## src/rtl/cbcu_regs.svh

```systemverilog
// Address map and reset values of the internal bus cycle unit
`ifndef CBCU_REGS_SVH
`define CBCU_REGS_SVH

// On-chip memory windows (two-state, 16-bit path)
`define CBCU_ROM_LO     16'h0000
`define CBCU_ROM_HI     16'hdfff
`define CBCU_RAM_LO     16'he800
`define CBCU_RAM_HI     16'hefff
// Peripheral register window and its sub-ranges
`define CBCU_IO_LO      16'hff00
`define CBCU_IO_HI      16'hffff
`define CBCU_IO16_LO    16'hff00
`define CBCU_IO16_HI    16'hff3f
`define CBCU_IO3_LO     16'hff40
`define CBCU_IO3_HI     16'hff7f
// Registers held inside this unit
`define CBCU_TMR_ADDR   16'hffd0
`define CBCU_PDATA_ADDR 16'hffd8
`define CBCU_PDIR_ADDR  16'hffe8
// Read values and reset values
`define CBCU_DIR_READ   8'hff
`define CBCU_EMPTY_RD   8'hff
`define CBCU_PORT_RST   8'h00
`define CBCU_TMR_RST    8'h00
`define CBCU_TMR_TOP    8'hff
`define CBCU_BIT_ONE    8'h01
`define CBCU_ZERO16     16'h0000

`endif

```

## src/rtl/cbcu_pkg.sv

```systemverilog
// Types shared by the internal bus cycle unit
package cbcu_pkg;

    // Bus cycle states, Gray along T1 -> T2 -> T3
    typedef enum logic [1:0] {
        ST_IDLE = 2'b00,
        ST_T1   = 2'b01,
        ST_T2   = 2'b11,
        ST_T3   = 2'b10
    } cbcu_state_e;

    // Kind of job the CPU hands over
    typedef enum logic [1:0] {
        JOB_ACC  = 2'b00,
        JOB_RMW  = 2'b01,
        JOB_MOVE = 2'b10
    } cbcu_job_e;

    // Bit manipulation operations
    typedef enum logic [2:0] {
        OP_SET = 3'h0,
        OP_CLR = 3'h1,
        OP_NOT = 3'h2,
        OP_ST  = 3'h3,
        OP_IST = 3'h4
    } cbcu_bitop_e;

    // Top-level processor states, Gray along reset -> exc -> exec -> halt
    typedef enum logic [1:0] {
        CPU_RESET = 2'b00,
        CPU_EXC   = 2'b01,
        CPU_EXEC  = 2'b11,
        CPU_HALT  = 2'b10
    } cbcu_cpu_e;

    // Sub-modes of execution and halt
    typedef enum logic [2:0] {
        SUB_ACTIVE    = 3'h0,
        SUB_SUBACTIVE = 3'h1,
        SUB_SLEEP     = 3'h2,
        SUB_STANDBY   = 3'h3,
        SUB_SUBSLEEP  = 3'h4
    } cbcu_sub_e;

endpackage

```

## src/rtl/cbcu_bus_cycle_unit.sv

```systemverilog
// Internal bus cycle unit: memory/peripheral cycles, bit ops, block move
`timescale 1ns/1ps
`default_nettype none
`include "cbcu_regs.svh"

module cbcu_bus_cycle_unit
(
    input  wire logic                  clk,
    input  wire logic                  arst_n,
    input  wire logic                  req_valid,
    output logic                       req_ready,
    input  wire cbcu_pkg::cbcu_job_e   req_job,
    input  wire logic [15:0]           req_addr,
    input  wire logic                  req_write,
    input  wire logic                  req_word,
    input  wire logic [15:0]           req_wdata,
    input  wire cbcu_pkg::cbcu_bitop_e req_bitop,
    input  wire logic [2:0]            req_bitnum,
    input  wire logic                  req_carry,
    input  wire logic [7:0]            move_count_reg,
    input  wire logic [15:0]           move_source_reg,
    input  wire logic [15:0]           move_dest_reg,
    output logic                       rsp_valid,
    output logic [15:0]                rsp_rdata,
    output logic                       rsp_err,
    output logic                       mem_sel,
    output logic                       mem_we,
    output logic [1:0]                 mem_be,
    output logic [15:0]                mem_addr,
    output logic [15:0]                mem_wdata,
    input  wire logic [15:0]           mem_rdata,
    output logic                       per_sel,
    output logic                       per_we,
    output logic                       per_word,
    output logic [15:0]                per_addr,
    output logic [15:0]                per_wdata,
    input  wire logic [15:0]           per_rdata,
    input  wire logic [7:0]            port_pin_i,
    output logic [7:0]                 port_pin_o,
    output logic [7:0]                 port_pin_oe,
    input  wire logic                  exc_req,
    input  wire logic                  exc_done,
    input  wire logic                  halt_req,
    input  wire cbcu_pkg::cbcu_sub_e   halt_kind,
    input  wire logic                  wake_req,
    input  wire logic                  subclk_sel,
    output cbcu_pkg::cbcu_cpu_e        cpu_state,
    output cbcu_pkg::cbcu_sub_e        cpu_submode
);
    import cbcu_pkg::*;

    // ****************
    // State and job registers
    // ****************
    cbcu_state_e  st_ff,    nxt_st;
    cbcu_job_e    job_ff,   nxt_job;
    cbcu_bitop_e  op_ff,    nxt_op;
    cbcu_cpu_e    cpu_ff,   nxt_cpu;
    cbcu_sub_e    sub_ff,   nxt_sub;
    logic [15:0]  addr_ff,  nxt_addr;
    logic [15:0]  dst_ff,   nxt_dst;
    logic [15:0]  wdat_ff,  nxt_wdat;
    logic [15:0]  rdat_ff,  nxt_rdat;
    logic [7:0]   cnt_ff,   nxt_cnt;
    logic [2:0]   bit_ff,   nxt_bit;
    logic         we_ff,    nxt_we;
    logic         word_ff,  nxt_word;
    logic         ph2_ff,   nxt_ph2;
    logic         carry_ff, nxt_carry;
    logic         err_ff,   nxt_err;
    logic         done_ff,  nxt_done;
    logic [7:0]   latch_ff;
    logic [7:0]   dir_ff;
    logic [7:0]   tcnt_ff;
    logic [7:0]   trld_ff;

    // ****************
    // Address decode of the current cycle
    // ****************
    wire [15:0] cyc_addr  = ph2_ff ? {addr_ff[15:1], 1'b1} : addr_ff;
    wire        is_rom    = (cyc_addr >= `CBCU_ROM_LO)
                            && (cyc_addr <= `CBCU_ROM_HI);
    wire        is_ram    = (cyc_addr >= `CBCU_RAM_LO)
                            && (cyc_addr <= `CBCU_RAM_HI);
    wire        is_mem    = is_rom || is_ram;
    wire        is_io     = (cyc_addr >= `CBCU_IO_LO)
                            && (cyc_addr <= `CBCU_IO_HI);
    wire        is_io16   = is_io && (cyc_addr >= `CBCU_IO16_LO)
                            && (cyc_addr <= `CBCU_IO16_HI);
    wire        is_io3    = is_io && (cyc_addr >= `CBCU_IO3_LO)
                            && (cyc_addr <= `CBCU_IO3_HI);
    wire        is_pdata  = (cyc_addr == `CBCU_PDATA_ADDR);
    wire        is_pdir   = (cyc_addr == `CBCU_PDIR_ADDR);
    wire        is_tmr    = (cyc_addr == `CBCU_TMR_ADDR);
    wire        is_int    = is_pdata || is_pdir || is_tmr;
    // byte access to wide register refused
    wire        bad_width = is_io16 && !word_ff;
    wire        bad       = (!is_mem && !is_io) || bad_width;
    wire        busy      = (st_ff != ST_IDLE);
    // word to an 8-bit register splits
    wire        need_split = word_ff && is_io && !is_io16;
    wire        wide      = word_ff && (is_mem || is_io16);
    // two states, or three on slow registers
    wire        last_st   = ((st_ff == ST_T2) && !is_io3)
                            || (st_ff == ST_T3);

    // ****************
    // Data lanes, even byte on the upper lane except in peripheral byte cycles
    // ****************
    // even byte first, from the upper half
    wire [7:0]  wr_byte   = (word_ff && !ph2_ff) ? wdat_ff[15:8]
                                                 : wdat_ff[7:0];
    wire [7:0]  port_rd   = (dir_ff & latch_ff) | (~dir_ff & port_pin_i);
    wire [7:0]  mem_byte  = cyc_addr[0] ? mem_rdata[7:0]
                                        : mem_rdata[15:8];
    wire [7:0]  rd_byte   = is_mem    ? mem_byte :
                            bad       ? `CBCU_EMPTY_RD :
                            is_pdata  ? port_rd :
                            is_pdir   ? `CBCU_DIR_READ :
                            is_tmr    ? tcnt_ff : per_rdata[7:0];
    wire [15:0] rd_word   = is_mem ? mem_rdata : per_rdata;
    wire [15:0] rd_bad16  = {`CBCU_EMPTY_RD, `CBCU_EMPTY_RD};

    // change one bit of the byte read
    wire [7:0]  bmask     = `CBCU_BIT_ONE << bit_ff;
    wire [7:0]  mod_byte  =
        (op_ff == OP_SET) ? (rd_byte | bmask) :
        (op_ff == OP_CLR) ? (rd_byte & ~bmask) :
        (op_ff == OP_NOT) ? (rd_byte ^ bmask) :
        (op_ff == OP_ST)  ? (carry_ff ? (rd_byte | bmask)
                                      : (rd_byte & ~bmask)) :
                            (carry_ff ? (rd_byte & ~bmask)
                                      : (rd_byte | bmask));

    // ****************
    // Bus outputs
    // ****************
    // memory cycle, 16-bit path
    assign mem_sel   = busy && is_mem;
    assign mem_we    = we_ff;
    assign mem_addr  = cyc_addr;
    assign mem_be    = wide ? 2'b11 : (cyc_addr[0] ? 2'b01 : 2'b10);
    assign mem_wdata = wide ? wdat_ff : {wr_byte, wr_byte};
    assign per_sel   = busy && is_io && !is_int && !bad;
    assign per_we    = we_ff;
    assign per_word  = wide;
    assign per_addr  = cyc_addr;
    assign per_wdata = wide ? wdat_ff : {8'h00, wr_byte};
    assign req_ready = !busy && (cpu_ff == CPU_EXEC) && !halt_req
                       && !exc_req;
    assign rsp_valid = done_ff;
    assign rsp_rdata = rdat_ff;
    assign rsp_err   = err_ff;
    assign port_pin_o  = latch_ff;
    assign port_pin_oe = dir_ff;
    assign cpu_state   = cpu_ff;
    assign cpu_submode = sub_ff;

    wire take     = req_valid && req_ready;
    wire int_wr   = busy && last_st && we_ff && !bad;

    // ****************
    // Sequencer
    // ****************
    // state advance on each rising clock edge
    always_comb
    begin
        nxt_st    = st_ff;
        nxt_job   = job_ff;
        nxt_op    = op_ff;
        nxt_addr  = addr_ff;
        nxt_dst   = dst_ff;
        nxt_wdat  = wdat_ff;
        nxt_rdat  = rdat_ff;
        nxt_cnt   = cnt_ff;
        nxt_bit   = bit_ff;
        nxt_we    = we_ff;
        nxt_word  = word_ff;
        nxt_ph2   = ph2_ff;
        nxt_carry = carry_ff;
        nxt_err   = err_ff;
        nxt_done  = 1'b0;
        case (st_ff)
            ST_IDLE:
            begin
                if (take)
                begin
                    nxt_job   = req_job;
                    nxt_op    = req_bitop;
                    nxt_bit   = req_bitnum;
                    nxt_carry = req_carry;
                    nxt_rdat  = `CBCU_ZERO16;
                    nxt_err   = 1'b0;
                    nxt_ph2   = 1'b0;
                    nxt_wdat  = req_wdata;
                    nxt_we    = (req_job == JOB_ACC) && req_write;
                    nxt_word  = (req_job == JOB_ACC) && req_word;
                    nxt_addr  = req_addr;
                    nxt_st    = ST_T1;
                    if (req_job == JOB_ACC && req_word)
                        nxt_addr = {req_addr[15:1], 1'b0};
                    if (req_job == JOB_MOVE)
                    begin
                        nxt_addr = move_source_reg;
                        nxt_dst  = move_dest_reg;
                        nxt_cnt  = move_count_reg;
                        if (move_count_reg == 8'h00)
                        begin
                            nxt_st   = ST_IDLE;
                            nxt_done = 1'b1;
                        end
                    end
                end
            end
            ST_T1:
                nxt_st = ST_T2;
            ST_T2, ST_T3:
            begin
                if (!last_st)
                    nxt_st = ST_T3;
                else
                begin
                    nxt_st  = ST_T1;
                    nxt_err = err_ff || bad;
                    if (!we_ff)
                    begin
                        if (wide)
                            nxt_rdat = bad ? rd_bad16 : rd_word;
                        else if (need_split && !ph2_ff)
                            nxt_rdat[15:8] = rd_byte;
                        else
                            nxt_rdat[7:0] = rd_byte;
                    end
                    case (job_ff)
                        JOB_RMW:
                        begin
                            if (!we_ff)
                            begin
                                nxt_we         = 1'b1;
                                nxt_wdat[7:0]  = mod_byte;
                            end
                            else
                            begin
                                nxt_st   = ST_IDLE;
                                nxt_done = 1'b1;
                            end
                        end
                        JOB_MOVE:
                        begin
                            if (!we_ff)
                            begin
                                nxt_we        = 1'b1;
                                nxt_wdat[7:0] = rd_byte;
                                nxt_dst       = addr_ff;
                                nxt_addr      = dst_ff;
                            end
                            else
                            begin
                                nxt_we   = 1'b0;
                                nxt_cnt  = cnt_ff - 8'h01;
                                nxt_addr = dst_ff + 16'h0001;
                                nxt_dst  = addr_ff + 16'h0001;
                                if (cnt_ff == 8'h01)
                                begin
                                    nxt_st   = ST_IDLE;
                                    nxt_done = 1'b1;
                                end
                            end
                        end
                        default:
                        begin
                            // second cycle for the odd byte
                            if (need_split && !ph2_ff)
                                nxt_ph2 = 1'b1;
                            else
                            begin
                                nxt_st   = ST_IDLE;
                                nxt_done = 1'b1;
                            end
                        end
                    endcase
                end
            end
            default:
                nxt_st = ST_IDLE;
        endcase
    end

    // ****************
    // Processor top-level state and sub-mode
    // ****************
    // reset, exception, execution, halt
    always_comb
    begin
        nxt_cpu = cpu_ff;
        case (cpu_ff)
            CPU_RESET: nxt_cpu = CPU_EXC;
            CPU_EXC:   nxt_cpu = exc_done ? CPU_EXEC : CPU_EXC;
            CPU_EXEC:
            begin
                if (!busy && exc_req)
                    nxt_cpu = CPU_EXC;
                else if (!busy && halt_req)
                    nxt_cpu = CPU_HALT;
            end
            CPU_HALT:
            begin
                if (exc_req)
                    nxt_cpu = CPU_EXC;
                else if (wake_req)
                    nxt_cpu = CPU_EXEC;
            end
            default:   nxt_cpu = CPU_RESET;
        endcase
    end

    assign nxt_sub = (nxt_cpu == CPU_HALT)
                     ? ((cpu_ff == CPU_HALT) ? sub_ff : halt_kind)
                     : (subclk_sel ? SUB_SUBACTIVE : SUB_ACTIVE);

    // Sequencer registers
    always_ff @(posedge clk or negedge arst_n)
    begin
        if (!arst_n)
        begin
            st_ff    <= ST_IDLE;
            job_ff   <= JOB_ACC;
            op_ff    <= OP_SET;
            addr_ff  <= `CBCU_ZERO16;
            dst_ff   <= `CBCU_ZERO16;
            wdat_ff  <= `CBCU_ZERO16;
            rdat_ff  <= `CBCU_ZERO16;
            cnt_ff   <= 8'h00;
            bit_ff   <= 3'h0;
            we_ff    <= 1'b0;
            word_ff  <= 1'b0;
            ph2_ff   <= 1'b0;
            carry_ff <= 1'b0;
            err_ff   <= 1'b0;
            done_ff  <= 1'b0;
        end
        else
        begin
            st_ff    <= nxt_st;
            job_ff   <= nxt_job;
            op_ff    <= nxt_op;
            addr_ff  <= nxt_addr;
            dst_ff   <= nxt_dst;
            wdat_ff  <= nxt_wdat;
            rdat_ff  <= nxt_rdat;
            cnt_ff   <= nxt_cnt;
            bit_ff   <= nxt_bit;
            we_ff    <= nxt_we;
            word_ff  <= nxt_word;
            ph2_ff   <= nxt_ph2;
            carry_ff <= nxt_carry;
            err_ff   <= nxt_err;
            done_ff  <= nxt_done;
        end
    end

    // Processor state registers
    always_ff @(posedge clk or negedge arst_n)
    begin
        if (!arst_n)
        begin
            cpu_ff <= CPU_RESET;
            sub_ff <= SUB_ACTIVE;
        end
        else
        begin
            cpu_ff <= nxt_cpu;
            sub_ff <= nxt_sub;
        end
    end

    // ****************
    // Port and reloadable timer held in this unit
    // ****************
    // Port latch and direction writes
    always_ff @(posedge clk or negedge arst_n)
    begin
        if (!arst_n)
        begin
            latch_ff <= `CBCU_PORT_RST;
            dir_ff   <= `CBCU_PORT_RST;
        end
        else
        begin
            if (int_wr && is_pdata)
                latch_ff <= wr_byte;
            if (int_wr && is_pdir)
                dir_ff <= wr_byte;
        end
    end

    // write hits reload, counter keeps running
    always_ff @(posedge clk or negedge arst_n)
    begin
        if (!arst_n)
        begin
            tcnt_ff <= `CBCU_TMR_RST;
            trld_ff <= `CBCU_TMR_RST;
        end
        else
        begin
            tcnt_ff <= (tcnt_ff == `CBCU_TMR_TOP) ? trld_ff
                                                 : tcnt_ff + 8'h01;
            if (int_wr && is_tmr)
                trld_ff <= wr_byte;
        end
    end

endmodule

`default_nettype wire

```

## config.mk

```make
export PLATFORM = sky130hd
export DESIGN_NAME = cbcu_bus_cycle_unit
export DESIGN_NICKNAME = d
export VERILOG_FILES = /design/src/rtl/cbcu_pkg.sv /design/src/rtl/cbcu_bus_cycle_unit.sv
export VERILOG_INCLUDE_DIRS = /design/src /design/src/rtl
export SDC_FILE = /design/constraint.sdc
export NUM_CORES = 1
export LEC_CHECK = 0
export ABC_AREA = 1
export BUFFER_PORTS_ARGS = -buffer_cell sky130_fd_sc_hd__clkbuf_2
export CAP_MARGIN = 20
export CORE_MARGIN = 3
export CORE_UTILIZATION = 50
export DETAILED_ROUTE_END_ITERATION = 12
export GPL_TIMING_DRIVEN = 0
export PLACE_DENSITY_LB_ADDON = 0.08
export SLEW_MARGIN = 20
export SYNTH_ARGS = -nofsm -noshare
export SYNTH_HDL_FRONTEND = slang
export SYNTH_SLANG_ARGS = --single-unit
export TNS_END_PERCENT = 10
```

## constraint.sdc

```tcl
create_clock -name clk -period 3.5 [get_ports clk]
set_input_delay 0 -clock clk [delete_from_list [all_inputs] [get_ports clk]]
set_output_delay 0 -clock clk [all_outputs]
set_load 0.02 [all_outputs]
```

==> flow_metrics.env, run 1 <==
export IMPL_status="finished clean"
export IMPL_maxCapViolCount=0
export IMPL_via_per_inst=5.32
export IMPL_cp_data_arrival_time_ps=3260
export IMPL_place_detailed_instances=1728
export IMPL_grt_first_pass_wirelength_mm=48.7
export IMPL_dr_pass1_iters=5
export IMPL_power_density_nw_per_um2=878
export IMPL_busiest_layer="met2"
export IMPL_maxSlewViolCount=0
export IMPL_p_clk_share_pct=17.0
export IMPL_p_sw_share_pct=50.2
export IMPL_fmax_mhz=307
export IMPL_p_switching_mw=5.11
export IMPL_drc=0
export IMPL_stdcell_count=1827
export IMPL_synth_warnings=0
export IMPL_grt_max_degree=84
export IMPL_min_path_cells=5
export IMPL_ys_seq_area_share_pct=35.4
export IMPL_routed_wl_mm=31.1
export IMPL_initial_core_util_pct=52.1
export IMPL_pre_cts_ws_ps=675
export IMPL_crit_type="reg -> out"
export IMPL_diodes=0
export IMPL_drtIter0Drc=681
export IMPL_syn_nets=1420
export IMPL_p_leak_nw=6.09
export IMPL_cp_start_kind="flop"
export IMPL_nNetsFinal=1751
export IMPL_met2_usage_pct=51.3
export IMPL_p_seq_share_pct=23.6
export IMPL_power_total_mw=10.2
export IMPL_yosysMostFrequentCell="nand2_1"
export IMPL_ios=245
export IMPL_cts_setup_buffers=0
export IMPL_yosys_area_top_type_share_pct=35.4
export IMPL_setup_viol=0
export IMPL_synth_top_flop_cell="dfrtp_1"
export IMPL_ys_top_cells_by_count="nand2_1 (338), o21ai_0 (171), inv_1 (160), dfrtp_1 (125), nor2_1 (90)"
export IMPL_min_period_ps=3260
export IMPL_num_rows=47
export IMPL_vias=9718
export IMPL_drive_gt1_share_pct=22.7
export IMPL_grt_usage_pct=31.5
export IMPL_synthTopCellsByArea="dfrtp_1 (35%), nand2_1 (14%), o21ai_0 (9.7%)"
export IMPL_intPower_mw=5.08
export IMPL_cts_made_buffers=17
export IMPL_cts_buffer_depth=2
export IMPL_antenna_found_initial=1
export IMPL_finalWorstSetupSlack_ps=243
export IMPL_critPathRequiredTime_ps=3500
export IMPL_hold_violations=0
export IMPL_cts_sinks=125
export IMPL_ys_ff_latch=125
export IMPL_gp_congestion=0.957
export IMPL_dieArea_um2=19300
export IMPL_ir_worst_vdd_uv=630
export IMPL_synthesis_area_um2=8830
export IMPL_setup_tns_ps=0
export IMPL_grtUsageMet1_pct=41.5
export IMPL_use_met3_pct=7.79
export IMPL_max_slew_margin_pct=47.7
export IMPL_hp_start="move_source_reg[0]"
export IMPL_syn_to_final_growth_pct=31.5
export IMPL_tightest_slew_ps=785
export IMPL_worst_path_max_fanout=10
export IMPL_yosysTopAreaCell="dfrtp_1"
export IMPL_synth_edf_count=0
export IMPL_cts_tree="yes"
export IMPL_die_w_um=139
export IMPL_grt_setup_unrepaired="yes"
export IMPL_cts_htree_levels=4
export IMPL_hpwl_mm=23.3
export IMPL_period_share_pct=93.1
export IMPL_worstRegToRegCells=19
export IMPL_worst_setup_path_end_kind="output pin"
export IMPL_die_h_um=139
export IMPL_io_buffer_count=244
export IMPL_postRouteAntennaNets=0
export IMPL_detail_route_wl_per_cell_um=17.0
export IMPL_synth_area_per_cell_um2=6.99
export IMPL_min_delay_path_class="in -> reg"
export IMPL_rr_startpoint="addr_ff[6]$_DFFE_PN0P_"
export IMPL_clock_skew_ps=10.1
export IMPL_combPwrFrac_pct=59.5
export IMPL_grt_pass1_vias=9348
export IMPL_clkTransAtPathRegs_ps=60
export IMPL_crit_path_start="addr_ff[9]$_DFFE_PN0P_"
export IMPL_yosys_cell_types_count=50
export IMPL_synthArstFlopShare_pct=100
export IMPL_cts_root_buf="clkbuf_16"
export IMPL_insertion_delay_ps=420
export IMPL_overflow=0
export IMPL_synth_cells=1263
export IMPL_coreArea_um2=16900
[state kept, by name (all words and copies together) (netlist names), 2 cells and up, named ones only]
signal	cells
addr_ff	16
dst_ff	16
rsp_rdata	16
wdat_ff	16
cnt_ff	8
port_pin_o	8
port_pin_oe	8
tcnt_ff	8
trld_ff	8
bit_ff	3
cpu_submode	3
op_ff	3
cpu_state	2
job_ff	2
[per-stage QoR]
| stage | hold slack [ps] | utilization (%) | area, µm² |
|---|---|---|---|
| 2_1_floorplan | -296 | - | 8830 |
| 6_report | 8.44 | 68.6 | 11600 |
| 4_1_cts | 3.19 | 68.6 | 11600 |
| 3_5_place_dp | -48.3 | 61.2 | 10400 |
| 3_3_place_gp | 199 | 61.0 | 10300 |
| 5_1_grt | 28.0 | 68.6 | 11600 |
[what timing repair did]
action / in CTS / in global routing
hold buffers: 67 / 0
hold endpoints to repair: 182 / 0
endpoints found under the setup margin: 0 / 7
gates resized for setup: 0 / 1
[path summary, 6_finish.rpt]
check                                          to  slack, ps
hold / removal             addr_ff[0]$_DFFE_PN0P_          8
setup / recovery                     per_wdata[4]        240
max in group asynchronous   bit_ff[0]$_DFFE_PN0P_       2700
min in group asynchronous  dst_ff[14]$_DFFE_PN0P_         60
hold reg to reg              tcnt_ff[2]$_DFF_PN0_        480
setup reg to reg           wdat_ff[0]$_DFFE_PN0P_        620
[power groups by stage]
stage,combinational (mW),sequential [mW],clock (mW)
finish,6.06,2.40,1.73
global route,6.70,2.46,1.80
CTS,5.97,2.39,1.74
detailed placement,5.84,2.40,0
global placement,5.78,2.40,0
floorplan,4.07,2.38,0
[critical path, cell delays in order, from the launching register on]
cell and delay (ps):
dfrtp_1 440, nand2_1 120, nor2_1 160, nand2_1 220, nor2_1 170, o21ai_0 100, nand2_1 310, buf_2 320
clkbuf_1 380, nand2_1 130, o21ai_0 160, buf_4 160, clkbuf_2 160
[kinds of logic (layout without fill, tap and decap cells)]
| group | Yosys count | in the layout | share of synthesized area, % |
|---|---|---|---|
| fa+ha+maj | 23 | 23 | 3.26 |
| xor+xnor | 13 | 13 | 1.29 |
| compound gates | 293 | 293 | 18.5 |
| simple gates | 527 | 527 | 25.0 |
| mux | 34 | 34 | 4.09 |
| buf+inv | 248 | 592 | 12.5 |
| flops | 125 | 125 | 35.4 |
[layout by cell type (no fill, tap or decap), types with 3 or more instances in the layout]
| cell type | Yosys | final |
|---|---|---|
| a22oi_1 | 7 | 7 |
| nor2_2 | 3 | 3 |
| nor3_1 | 23 | 23 |
| clkbuf_16 | 0 | 17 |
| nor4_1 | 4 | 4 |
| nor2_1 | 90 | 90 |
| clkbuf_1 | 30 | 32 |
| inv_1 | 160 | 160 |
| buf_4 | 40 | 40 |
| nand2_1 | 338 | 338 |
| o21ai_1 | 10 | 10 |
| o211ai_1 | 12 | 12 |
| buf_1 | 4 | 4 |
| nand3_1 | 48 | 48 |
| o22ai_1 | 8 | 8 |
| clkinv_4 | 0 | 4 |
| a21oi_1 | 57 | 57 |
| ha_1 | 23 | 23 |
| o31ai_1 | 3 | 3 |
| o21ai_0 | 171 | 171 |
| nor2_4 | 3 | 3 |
| clkinv_2 | 1 | 4 |
| buf_2 | 7 | 7 |
| a31oi_1 | 5 | 5 |
| mux2_2 | 17 | 17 |
| inv_2 | 3 | 4 |
| nand4_1 | 7 | 7 |
| mux2i_1 | 17 | 17 |
| dlygate4sd3_1 | 0 | 67 |
| xor2_1 | 11 | 11 |
| o21a_1 | 9 | 9 |
| dfrtp_1 | 125 | 125 |
| clkbuf_2 | 0 | 243 |
[layout make-up]
cell class,instances,area (µm²)
Tap cell,220,275
Timing Repair Buffer,312,1930
Sequential cell,125,3130
Fill cell,1525,5330
Clock inverter,13,143
Buffer,82,474
Inverter,166,627
Multi-Input combinational cell,890,4600
Clock buffer,19,433
[per-layer routing]
metal  vias to the layer above  wire length [µm]
li1                       4735                 -
met1                      4497             13200
met2                       433             14500
met3                        51              2710
met4                         2               754
met5                         -                11
Note: power is estimated with default switching activity, not from simulation.
==> run 2: changes to the inputs <==
Settings changed: ABC_AREA 1 to unset.
==> run 2 against run 1 <==
Compared with the run above:
- the run now ends with negative hold slack left
- via count rose by 1.8%
- core utilization rose by 0.48 points
- register-to-register slack got worse by 440 ps
- die area rose by 4.8%
- sequential share of layout area fell by 1.8 points
- combinational power fell by 9.7%
- wire length rose by 3.1%
- clock power rose by 8%
- final area rose by 7.5%
- highest routed layer is now met4
==> flow_metrics.env, run 2 <==
export IMPL_status="complete, but fails checks"
export IMPL_violations="negative hold slack"
export IMPL_synthTopCellsByArea="dfrtp_1 (34%), nand2_1 (7.9%), a21oi_1 (4.2%)"
export IMPL_synth_warnings=0
export IMPL_grt_pass1_vias=9553
export IMPL_hold_violations=1
export IMPL_io_buffer_count=244
export IMPL_dieArea_um2=20200
export IMPL_yosysMostFrequentCell="nand2_1"
export IMPL_drtIter0Drc=735
export IMPL_r2r_slack_ps=180
export IMPL_cp_start_kind="flop"
export IMPL_hpwl_mm=23.9
export IMPL_gp_congestion=0.904
export IMPL_cts_buffer_depth=2
export IMPL_yosysTopAreaCell="dfrtp_1"
export IMPL_ios=245
export IMPL_path_cells="clkbuf_1 > and4b_2 > and3_1 > buf_4 > nand3_1 > a31oi_2 > o21ai_1 > inv_1 > ha_1 > nor3b_1 > o21ai_0 > a21o_1 > a21oi_1 > a21oi_1 > a21oi_1"
export IMPL_postRouteAntennaNets=0
export IMPL_synth_cells=1127
export IMPL_hold_path_end="dst_ff[14]$_DFFE_PN0P_"
export IMPL_grt_setup_unrepaired="yes"
export IMPL_drive_gt1_share_pct=29.7
export IMPL_cts_tree="yes"
export IMPL_fmax_mhz=302
export IMPL_drc=0
export IMPL_ys_ff_latch=125
export IMPL_critPathRequiredTime_ps=3850
export IMPL_p_leak_nw=5.88
export IMPL_clkTransAtPathRegs_ps=60
export IMPL_vias=9896
export IMPL_use_met3_pct=5.14
export IMPL_grt_max_degree=74
export IMPL_clock_skew_ps=10.7
export IMPL_place_area_um2=10800
export IMPL_reg2reg_to="wdat_ff[5]$_DFFE_PN0P_"
export IMPL_routed_wl_mm=32.0
export IMPL_min_path_cells=4
export IMPL_ys_top_cells_by_count="nand2_1 (196), dfrtp_1 (125), a21oi_1 (78), o21ai_0 (78), nor2_1 (66)"
export IMPL_synth_area_per_cell_um2=8.23
export IMPL_final_cell_mix="clkbuf_2 (245), nand2_1 (195), dfrtp_1 (121)"
export IMPL_met2_usage_pct=49.8
export IMPL_detail_route_wl_per_cell_um=18.6
export IMPL_rr_startpoint="addr_ff[5]$_DFFE_PN0P_"
export IMPL_busiest_layer="met2"
export IMPL_syn_nets=1284
export IMPL_postLayoutCellArea_um2=12500
export IMPL_initial_core_util_pct=51.3
export IMPL_yosys_cell_types_count=65
export IMPL_dr_pass1_iters=5
export IMPL_hp_start="move_dest_reg[14]"
export IMPL_synth_edf_count=0
export IMPL_coreArea_um2=18100
export IMPL_yosys_area_top_type_share_pct=33.7
export IMPL_worst_setup_path_end_kind="flop"
export IMPL_antenna_found_initial=0
export IMPL_finalWorstSetupSlack_ps=184
export IMPL_worstRegToRegCells=15
export IMPL_grt_usage_pct=31.2
export IMPL_synthesis_area_um2=9270
export IMPL_cts_made_buffers=17
export IMPL_max_slew_margin_pct=29.7
export IMPL_power_density_nw_per_um2=783
export IMPL_ir_worst_vdd_uv=413
export IMPL_min_delay_path_class="in -> reg"
export IMPL_worst_path_max_fanout=9
export IMPL_pre_cts_ws_ps=-442
export IMPL_ys_seq_area_share_pct=33.7
export IMPL_grtUsageMet1_pct=43.0
export IMPL_cp_data_arrival_time_ps=3660
export IMPL_synthArstFlopShare_pct=100
export IMPL_final_common_cell="clkbuf_2"
export IMPL_syn_to_final_growth_pct=34.6
export IMPL_cts_htree_levels=4
export IMPL_synth_top_flop_cell="dfrtp_1"
export IMPL_insertion_delay_ps=430
export IMPL_cts_root_buf="clkbuf_16"
export IMPL_worst_path_max_delay_cell="and4b_2"
export IMPL_tightest_slew_ps=1050
export IMPL_period_share_pct=94.7
export IMPL_holdWs_ps=-3.28
export IMPL_critPathMostFrequentCell="a21oi_1"
export IMPL_cts_sinks=125
export IMPL_grt_first_pass_wirelength_mm=49.9
export IMPL_overflow=0
export IMPL_via_per_inst=5.76
export IMPL_die_w_um=142
export IMPL_num_rows=49
export IMPL_die_h_um=142
export IMPL_min_period_ps=3320
export IMPL_diodes=0
export IMPL_setup_viol=0
export IMPL_nNetsFinal=1634
export IMPL_maxSlewViolCount=0
export IMPL_final_core_util_pct=69.0
export IMPL_cpPeakStageDelay_ps=410
export IMPL_crit_type="reg -> reg"
export IMPL_maxCapViolCount=0
[run 2: layer usage]
layer / vias to the layer above / wire length, µm
met5: - / 0
li1: 4710 / -
met1: 4722 / 14100
met3: 59 / 2260
met4: 0 / 796
met2: 405 / 14900
[run 2: repair_timing]
action	CTS	global route
gates resized for setup	14	34
pin swaps	0	3
setup endpoints to repair	7	8
setup buffers	0	3
hold endpoints to repair	116	0
hold buffers	84	0
[run 2: cells by family (layout without fill, tap and decap cells)]
kind of cell | Yosys count | count (layout) | share of synthesized area, %
and+or+nand+nor | 433 | 433 | 22.9
xor gates and xnor gates | 34 | 34 | 3.21
AOI/OAI and AO/OA | 313 | 313 | 22.2
muxes | 61 | 61 | 6.89
DFF | 125 | 125 | 33.7
buffers and inverters | 138 | 501 | 7.95
adders and majority gates | 23 | 23 | 3.10
[run 2: metrics by stage]
| stage | TNS (ps) | hold WS [ps] | total power, mW | cells |
|---|---|---|---|---|
| after floorplan | 0 | -296 | 6.08 | 1127 |
| after global placement | -1880 | 189 | 7.59 | 1600 |
| after detailed placement | -1890 | 3.34 | 7.69 | 1601 |
| after CTS | -429 | 2.04 | 9.66 | 1716 |
| after global routing | -124 | 26.6 | 10.4 | 1719 |
| final | 0 | -3.28 | 9.77 | 1719 |
[run 2: worst max-delay path: cells and delay by family, from the launching register on]
family / cells / cell delay [ps]
adder cells (fa/ha/maj): 1 / 180
AND/OR/NAND/NOR: 4 / 870
AO/OA/AOI/OAI: 7 / 1310
buffers and inverters: 3 / 480
flip-flops: 1 / 390
[run 2: cell type report]
type	instances	area [µm²]
Multi-Input combinational cell	864	5600
Fill cell	1518	5600
Sequential cell	125	3130
Timing Repair Buffer	332	2120
Buffer	116	656
Clock buffer	19	443
Tap cell	229	287
Clock inverter	13	164
Inverter	21	78.8
[run 2: power by group]
| group | leakage [nW] | total (mW) | internal, mW | switching (mW) |
|---|---|---|---|---|
| sequential | 1.62 | 2.45 | 1.90 | 0.555 |
| combinational | 3.96 | 5.47 | 2.14 | 3.32 |
| clock | 0.294 | 1.86 | 1.14 | 0.714 |
[run 2: how the worst max path moves through the flow]
stage                                      start                     end  slack [ps]  cells past startpoint
after global routing      addr_ff[5]$_DFFE_PN0P_  wdat_ff[2]$_DFFE_PN0P_         -50                     14
after detailed placement  addr_ff[7]$_DFFE_PN0P_  wdat_ff[2]$_DFFE_PN0P_        -440                     14
after floorplan           addr_ff[2]$_DFFE_PN0P_  wdat_ff[0]$_DFFE_PN0P_         720                     13
after global placement    addr_ff[2]$_DFFE_PN0P_  wdat_ff[2]$_DFFE_PN0P_        -510                     13
after CTS                 addr_ff[8]$_DFFE_PN0P_  wdat_ff[2]$_DFFE_PN0P_        -100                     14
final                     addr_ff[5]$_DFFE_PN0P_  wdat_ff[5]$_DFFE_PN0P_         180                     15
